===== config.mk =====
export PLATFORM = sky130hd
export DESIGN_NAME = omcs_ctrl
export DESIGN_NICKNAME = d
export VERILOG_FILES = /design/src/verilog/omcs_pkg.sv /design/src/verilog/omcs_ctrl.sv
export SDC_FILE = /design/constraint.sdc
export NUM_CORES = 1
export LEC_CHECK = 0
export BUFFER_PORTS_ARGS = -buffer_cell sky130_fd_sc_hd__buf_4
export CORE_MARGIN = 1.5
export CORE_UTILIZATION = 40
export CTS_CLUSTER_DIAMETER = 30
export CTS_CLUSTER_SIZE = 25
export DETAILED_ROUTE_END_ITERATION = 8
export GPL_ROUTABILITY_DRIVEN = 0
export PLACE_DENSITY = 0.72
export SLEW_MARGIN = 10
export SYNTH_ARGS = -nofsm -noshare
export SYNTH_HDL_FRONTEND = slang
export SYNTH_SLANG_ARGS = --single-unit

===== constraint.sdc =====
create_clock -name clk -period 1.2 [get_ports clk]
set_input_delay 0.24 -clock clk [delete_from_list [all_inputs] [get_ports clk]]
set_output_delay 0.24 -clock clk [all_outputs]
set_load 0.01 [all_outputs]

===== src/verilog/omcs_pkg.sv =====
// package for the optical module control/status block
// assumes a single 200 MHz clock domain
`default_nettype none

package omcs_pkg;
  // diagnostic page device address and status byte offset
  localparam logic [7:0] OMCS_PAGE_ADDR   = 8'ha2;
  localparam logic [7:0] OMCS_CTRL_OFFSET = 8'h6e;
  // field positions in the control/status byte
  localparam int OMCS_BIT_LOS      = 1;
  localparam int OMCS_BIT_FAULT    = 2;
  localparam int OMCS_BIT_SW_RATE  = 3;
  localparam int OMCS_BIT_RATE     = 4;
  localparam int OMCS_BIT_SW_OFF   = 6;
  localparam int OMCS_BIT_OFF      = 7;
  // writable bits mask and reset value
  localparam logic [7:0] OMCS_WR_MASK    = 8'h48;
  localparam logic [7:0] OMCS_CTRL_RESET = 8'h00;
  // host spacing between shut-off assertions
  localparam int OMCS_CLK_MHZ         = 200;
  localparam int OMCS_SHUT_SPACING_MS = 10;
  localparam int OMCS_SHUT_SPACING_CYC =
    OMCS_SHUT_SPACING_MS * 1000 * OMCS_CLK_MHZ;
endpackage

`default_nettype wire


===== src/verilog/omcs_ctrl.sv =====
// optical module control/status logic with status byte access
// assumes pins arrive asynchronously; byte port is on clk
`timescale 1ns/1ps
`default_nettype none

module omcs_ctrl (
  input  wire logic       clk,
  input  wire logic       rst_n,
  input  wire logic       clk_en,
  input  wire logic       shut_off_pin,
  input  wire logic       shut_off_driven,
  input  wire logic       rate_sel_pin,
  input  wire logic       rate_sel_driven,
  input  wire logic       laser_fault_det,
  input  wire logic       unsafe_power_det,
  input  wire logic       rx_signal_bad,
  input  wire logic [7:0] page_dev_addr,
  input  wire logic [7:0] byte_addr,
  input  wire logic       byte_wr,
  input  wire logic       byte_rd,
  input  wire logic [7:0] byte_wdata,
  output logic      [7:0] byte_rdata,
  output logic            byte_hit,
  output logic            tx_enable,
  output logic            high_rate_mode,
  output logic            tx_fault_o,
  output logic            tx_fault_oe,
  output logic            receive_signal_missing
);
  import omcs_pkg::*;

  // ==========================================================
  // state
  typedef struct packed {
    logic [1:0] off_s;
    logic [1:0] rate_s;
    logic [1:0] flt_s;
    logic [1:0] uns_s;
    logic [1:0] los_s;
    logic       off_d;
    logic       sw_off;
    logic       sw_rate;
    logic       fault;
    logic       tx_en;
    logic       hi_rate;
    logic       flt_o;
    logic       los_o;
    logic [7:0] rdata;
    logic       hit;
  } omcs_state_type;

  omcs_state_type st;
  omcs_state_type next_st;

  // select of the status byte on the diagnostic page
  function automatic logic omcs_sel(input logic [7:0] dev,
                                    input logic [7:0] off);
    omcs_sel = (dev == OMCS_PAGE_ADDR) && (off == OMCS_CTRL_OFFSET);
  endfunction

  logic       hw_off;
  logic       hw_rate;
  logic       off_eff;
  logic       rate_eff;
  logic [7:0] status_byte;

  // ==========================================================
  // combinational next state
  always_comb begin
    next_st = st;
    // two-flop synchronisers on pins
    next_st.off_s  = {st.off_s[0], shut_off_pin | ~shut_off_driven};
    next_st.rate_s = {st.rate_s[0], rate_sel_pin & rate_sel_driven};
    next_st.flt_s  = {st.flt_s[0], laser_fault_det};
    next_st.uns_s  = {st.uns_s[0], unsafe_power_det};
    next_st.los_s  = {st.los_s[0], rx_signal_bad};
    hw_off   = st.off_s[1];
    hw_rate  = st.rate_s[1];
    next_st.off_d = hw_off;
    off_eff  = hw_off | st.sw_off;
    rate_eff = hw_rate | st.sw_rate;
    // fault latch: set wins, cleared only by shut-off toggle
    if (st.flt_s[1] || st.uns_s[1]) begin
      next_st.fault = 1'b1;
    end else if (hw_off != st.off_d) begin
      next_st.fault = 1'b0;
    end
    // transmitter enable: off on shut-off or latched fault
    next_st.tx_en   = ~off_eff & ~next_st.fault & ~st.uns_s[1];
    next_st.hi_rate = rate_eff;
    next_st.flt_o   = next_st.fault;
    next_st.los_o   = st.los_s[1];
    // status byte image, unassigned bits zero
    status_byte = 8'h00;
    status_byte[OMCS_BIT_OFF]     = off_eff;
    status_byte[OMCS_BIT_SW_OFF]  = st.sw_off;
    status_byte[OMCS_BIT_RATE]    = rate_eff;
    status_byte[OMCS_BIT_SW_RATE] = st.sw_rate;
    status_byte[OMCS_BIT_FAULT]   = st.fault;
    status_byte[OMCS_BIT_LOS]     = st.los_s[1];
    // byte access: only control bits take writes
    next_st.hit = 1'b0;
    if (omcs_sel(page_dev_addr, byte_addr)) begin
      if (byte_wr) begin
        next_st.sw_off  = byte_wdata[OMCS_BIT_SW_OFF];
        next_st.sw_rate = byte_wdata[OMCS_BIT_SW_RATE];
        next_st.hit     = 1'b1;
      end
      if (byte_rd) begin
        next_st.rdata = status_byte;
        next_st.hit   = 1'b1;
      end
    end
  end

  // ==========================================================
  // state register with clock enable and sync reset
  always_ff @(posedge clk) begin
    if (!rst_n) begin
      st         <= '0;
      st.off_s   <= 2'b11;
      st.off_d   <= 1'b1;
      st.sw_off  <= OMCS_CTRL_RESET[OMCS_BIT_SW_OFF];
      st.sw_rate <= OMCS_CTRL_RESET[OMCS_BIT_SW_RATE];
    end else if (clk_en) begin
      st <= next_st;
    end
  end

  // ==========================================================
  // outputs from flops, except tx_fault_o tied low
  assign byte_rdata             = st.rdata;
  assign byte_hit               = st.hit;
  assign tx_enable              = st.tx_en;
  assign high_rate_mode         = st.hi_rate;
  assign tx_fault_o             = 1'b0;       // open collector pulls low only
  assign tx_fault_oe            = ~st.flt_o;  // released = high via pull-up
  assign receive_signal_missing = st.los_o;
endmodule

`default_nettype wire


After elaboration in Yosys (flattened, before gate mapping)
Cells that the tools add are included.
{ "op_classes": {"eq_ne": 3, "bitwise_logic": 11, "n_reduce_logical": 4, "mux": 5} }
{ "ops": {"columns": ["op", "count"], "rows": [
  ["== test 8 x 7 -> 1 bit, second input constant", 1],
  ["== test 8 bit, second input constant", 1],
  ["AND reduction 3 bit", 2],
  ["two-way mux 1 bit", 5],
  ["inverter 1 bit", 5],
  ["bitwise AND 1 bit", 3],
  ["bitwise OR 1 bit", 3],
  ["logical AND 1 bit", 1],
  ["logical OR 1 bit", 1],
  ["inequality test 1 bit", 1]
]} }
{ "word_totals": {"word_cells": 37, "output_inout_bits": 14, "ff_bits": 24} }

Logic depth before layout (Yosys ltp)
{ "logic_depth": {"ltp_word": 6, "mapped_depth": 6} }

Least setup slack after synthesis
Ideal clock, no wire load.
{ "synth_timing": {"path_type": "in2reg", "startpoint": "input port byte_addr[7]", "endpoint": "register st (netlist bit byte_rdata[7])", "slack_ns": -0.046, "path_buffers": 0, "path_stages": 4, "t_arrival_ns": 1.176, "path_cell_list": "and4bb_2 > nand4b_4 > or3_1 > a21oi_1"} }
{ "synth_between": {"elab_chain_len": 3} }
{ "synth_lines": {"columns": ["item", "line", "source"], "rows": [
  ["start: declaration", "omcs_ctrl.sv:18", "input wire logic [7:0] byte_addr,"],
  ["== test 8 x 7 -> 1 bit", "omcs_ctrl.sv:58", "omcs_sel = (dev == OMCS_PAGE_ADDR) && (off == OMCS_CTRL_OFFSET);"],
  ["logical AND 1 bit", "omcs_ctrl.sv:58", null],
  ["AND reduction 3 bit (no source line)", null, null],
  ["end signal: assignment", "omcs_ctrl.sv:126", "st <= next_st;"],
  ["end: declaration", "omcs_ctrl.sv:52", "omcs_state_type st;"]
]} }
No other way between the ends.
A chain may end at the register's enable or synchronous reset.

Worst setup path in the final report
{ "layout_timing": {"startpoint": "register st[16] in the netlist's numbering", "endpoint": "register st (netlist bit tx_enable)"} }
{ "layout_between": {"elab_chain_len": 6} }
{ "layout_lines": {"columns": ["item", "line", "source"], "rows": [
  ["inequality test 1 bit", "omcs_ctrl.sv:85", "end else if (hw_off != st.off_d) begin"],
  ["two-way mux 1 bit", "omcs_ctrl.sv:85", null],
  ["two-way mux 1 bit", "omcs_ctrl.sv:83", "if (st.flt_s[1] || st.uns_s[1]) begin"],
  ["inverter 1 bit", "omcs_ctrl.sv:89", "next_st.tx_en = ~off_eff & ~next_st.fault & ~st.uns_s[1];"],
  ["bitwise AND 1 bit (2 in series)", "omcs_ctrl.sv:89", null]
]} }
No other way between the ends.

==> flow_metrics.env <==
export IMPL_antenna_found_initial=0
export IMPL_hold_ws_ns=0.0841
export IMPL_port_buffers=40
export IMPL_core_um2=2500
export IMPL_sw_frac_of_total_pct=20.9
export IMPL_first_iter_violations=6
export IMPL_p_int_mw=1.26
export IMPL_dpl_hpwl_um=1720
export IMPL_path_buf_inv=0
export IMPL_netlist_area_leader_share_pct=44.8
export IMPL_startpoint="st[16]"
export IMPL_drtPass1Iterations=4
export IMPL_power_frac_comb_pct=11.3
export IMPL_cp_slowest_stage_delay_ns=0.36
export IMPL_num_antenna_cells=0
export IMPL_die_height_um=54.8
export IMPL_cts_tree="done"
export IMPL_dp_slack_ns=-0.168
export IMPL_drc=0
export IMPL_num_fill_cells=220
export IMPL_maxSlewViolCount=0
export IMPL_post_route_min_period_ns=1.13
export IMPL_met1_usage_pct=20.6
export IMPL_wl_per_cell_um=11.9
export IMPL_synth_top_area_cell="dfxtp_1"
export IMPL_place_inst=179
export IMPL_rows=18
export IMPL_power_density_nw_per_um2=1120
export IMPL_fin_tns_setup_ns=0
export IMPL_cp_num_cells=4
export IMPL_yosys_most_used_dff="dfxtp_1"
export IMPL_synthDistinctLibCells=29
export IMPL_setup_viol=0
export IMPL_gr_total_overflow=0
export IMPL_final_nets=190
export IMPL_start_util_pct=42.9
export IMPL_peakVddDrop_mv=0.950
export IMPL_seqPwrFrac_pct=51.8
export IMPL_avgSynthCellArea_um2=9.34
export IMPL_synthTopCellsByArea="dfxtp_1 45%, mux2i_1 9.3%, buf_4 6.3%"
export IMPL_start_kind="flop"
export IMPL_ys_warn_count=0
export IMPL_synth_edff_count=0
export IMPL_r2r_start="st[16]"
export IMPL_top_usage_layer="met2"
export IMPL_crit_path_end_kind="flop"
export IMPL_r2r_end="tx_enable"
export IMPL_vias_per_cell=4.92
export IMPL_netSwitchingPower_uw=334
export IMPL_critPathCapture="tx_enable"
export IMPL_ctsLongestPathBuffers=2
export IMPL_rsz0062_at_grt="true"
export IMPL_final_cells=183
export IMPL_clock_skew_ns=0.00996
export IMPL_h_tree_depth=1
export IMPL_power_leakage_nw=0.654
export IMPL_drive_gt1_share_pct=37.9
export IMPL_dieArea_um2=3000
export IMPL_crit_family="compound AO/OA/AOI/OAI gates"
export IMPL_yosysMostFrequentCell="dfxtp_1"
export IMPL_crit_path_cell_trace="xnor2_1 -> a2111oi_2 -> a22oi_1 -> nor2_1"
export IMPL_met3_usage_pct=5.74
export IMPL_vias=901
export IMPL_yosys_top_cells_count="24 x dfxtp_1, 13 x nor2_1, 10 x a21oi_1, 10 x mux2i_1"
export IMPL_worst_r2r_path_depth=4
export IMPL_worstPathRequired_ns=1.47
export IMPL_grt_max_degree=15
export IMPL_grt_pass1_wl_um=3640
export IMPL_cts_sinks=24
export IMPL_synth_seq_cells=24
export IMPL_grtUsageTotal_pct=17.0
export IMPL_ff2ff_setup_slack_ns=0.07
export IMPL_post_cts_setup_buffers=0
export IMPL_grt_pass1_vias=879
export IMPL_numCtsBuffers=3
export IMPL_worstSkewPairLatency_ns=0.32
export IMPL_slowest_stage="a2111oi_2"
export IMPL_path_class="flop to flop"
export IMPL_drv_cap=0
export IMPL_syn_area_um2=1070
export IMPL_area_delta_synth_final_pct=33.0
export IMPL_status="finished, final reports clean"
export IMPL_cts_root_buf="clkbuf_4"
export IMPL_final_antenna_net_count=0
export IMPL_worstPathMaxFanout=2
export IMPL_seq_area_frac_synth_pct=44.8
export IMPL_met2_usage_pct=28.4
export IMPL_async_flop_share_pct=0
export IMPL_die_w_um=54.8
export IMPL_p_clk_share_pct=36.8
export IMPL_timing_final_hold_violations=0
export IMPL_worst_slack_ns=0.0749
export IMPL_io_pins=50
export IMPL_drt_wl_total_um=2180
export IMPL_postSynthCellCount=115
export IMPL_hold_path_class="input pin to flop"
export IMPL_crit_arrival_ns=1.40
export IMPL_fmaxAchievable_mhz=889
export IMPL_fin_crit_sh_pct=93.8
export IMPL_clk_pin_slew_ns=0.14
==> flip-flops by register name, indices dropped and copies added (netlist names) <==
name,flops
byte_rdata,6
next_st,6
st,6
byte_hit,1
high_rate_mode,1
hw_off,1
hw_rate,1
receive_signal_missing,1
tx_enable,1
==> stage by stage <==
step | power [mW] | instance area, um2 | util (%)
2_1_floorplan | 0.929 | 1080 | -
3_3_place_gp | 1.02 | 1370 | 54.8
3_5_place_dp | 1.03 | 1370 | 54.8
4_1_cts | 1.62 | 1420 | 57.0
5_1_grt | 1.67 | 1430 | 57.1
6_report | 1.59 | 1430 | 57.1
==> layout by cell type, fill, tap and decap left out, types with 2 or more instances in the layout <==
master,instances
buf_4,47
dfxtp_1,22
nor2_1,13
mux2i_1,10
a21oi_1,10
o21ai_0,9
nand4_1,6
nand2_1,5
inv_1,3
conb_1,3
clkbuf_4,3
nand3_1,2
and2_1,2
a211oi_1,2
or3_1,2
==> power by group through the flow <==
stage,registers [mW],clock network (mW),logic (mW)
final,0.827,0.588,0.180
after global routing,0.830,0.640,0.198
after CTS,0.828,0.606,0.181
after detailed placement,0.845,0,0.180
after global placement,0.844,0,0.176
after floorplan,0.843,0,0.0852
==> layer usage <==
| metal | up-vias | part of all wire, % | routed length, um |
|---|---|---|---|
| li1 | 472 | - | - |
| met3 | 2 | 5.0 | 109 |
| met5 | - | 0 | 0 |
| met1 | 406 | 46 | 1010 |
| met4 | 0 | 0.46 | 10 |
| met2 | 21 | 48 | 1060 |
==> final cells by class <==
| type | count | area [um2] | area share, % |
|---|---|---|---|
| Clock buffer | 3 | 22.5 | 1.58 |
| Sequential cell | 24 | 485 | 34.0 |
| Timing Repair Buffer | 47 | 353 | 24.7 |
| Tap cell | 30 | 37.5 | 2.63 |
| Clock inverter | 1 | 30.0 | 2.10 |
| Multi-Input combinational cell | 75 | 488 | 34.2 |
| Inverter | 3 | 11.3 | 0.789 |
==> kinds of logic after synthesis <==
family	Yosys count	synth area share [%]
mux	10	9.32
other cells	1	0.349
compound gates	24	13.1
simple gates	37	21.2
xor+xnor	1	0.816
flops	24	44.8
buf+inv	18	10.5
==> worst min path at each step <==
stage | from | end | cells past startpoint
final | rst_n | next_st[26] | 2
after global routing | rst_n | next_st[26] | 2
after CTS | rst_n | next_st[26] | 2
after detailed placement | rst_n | next_st[26] | 2
after global placement | rst_n | st[16] | 2
after floorplan | rst_n | hw_off | 1
==> what timing repair did <==
item                       CTS  global route
setup endpoints to repair    1             2
gates resized for setup      1             2
hold buffers                 0             0
pin swaps                    0             2
hold endpoints to repair     0             0
No activity file was read; power rests on OpenSTA's default activity.
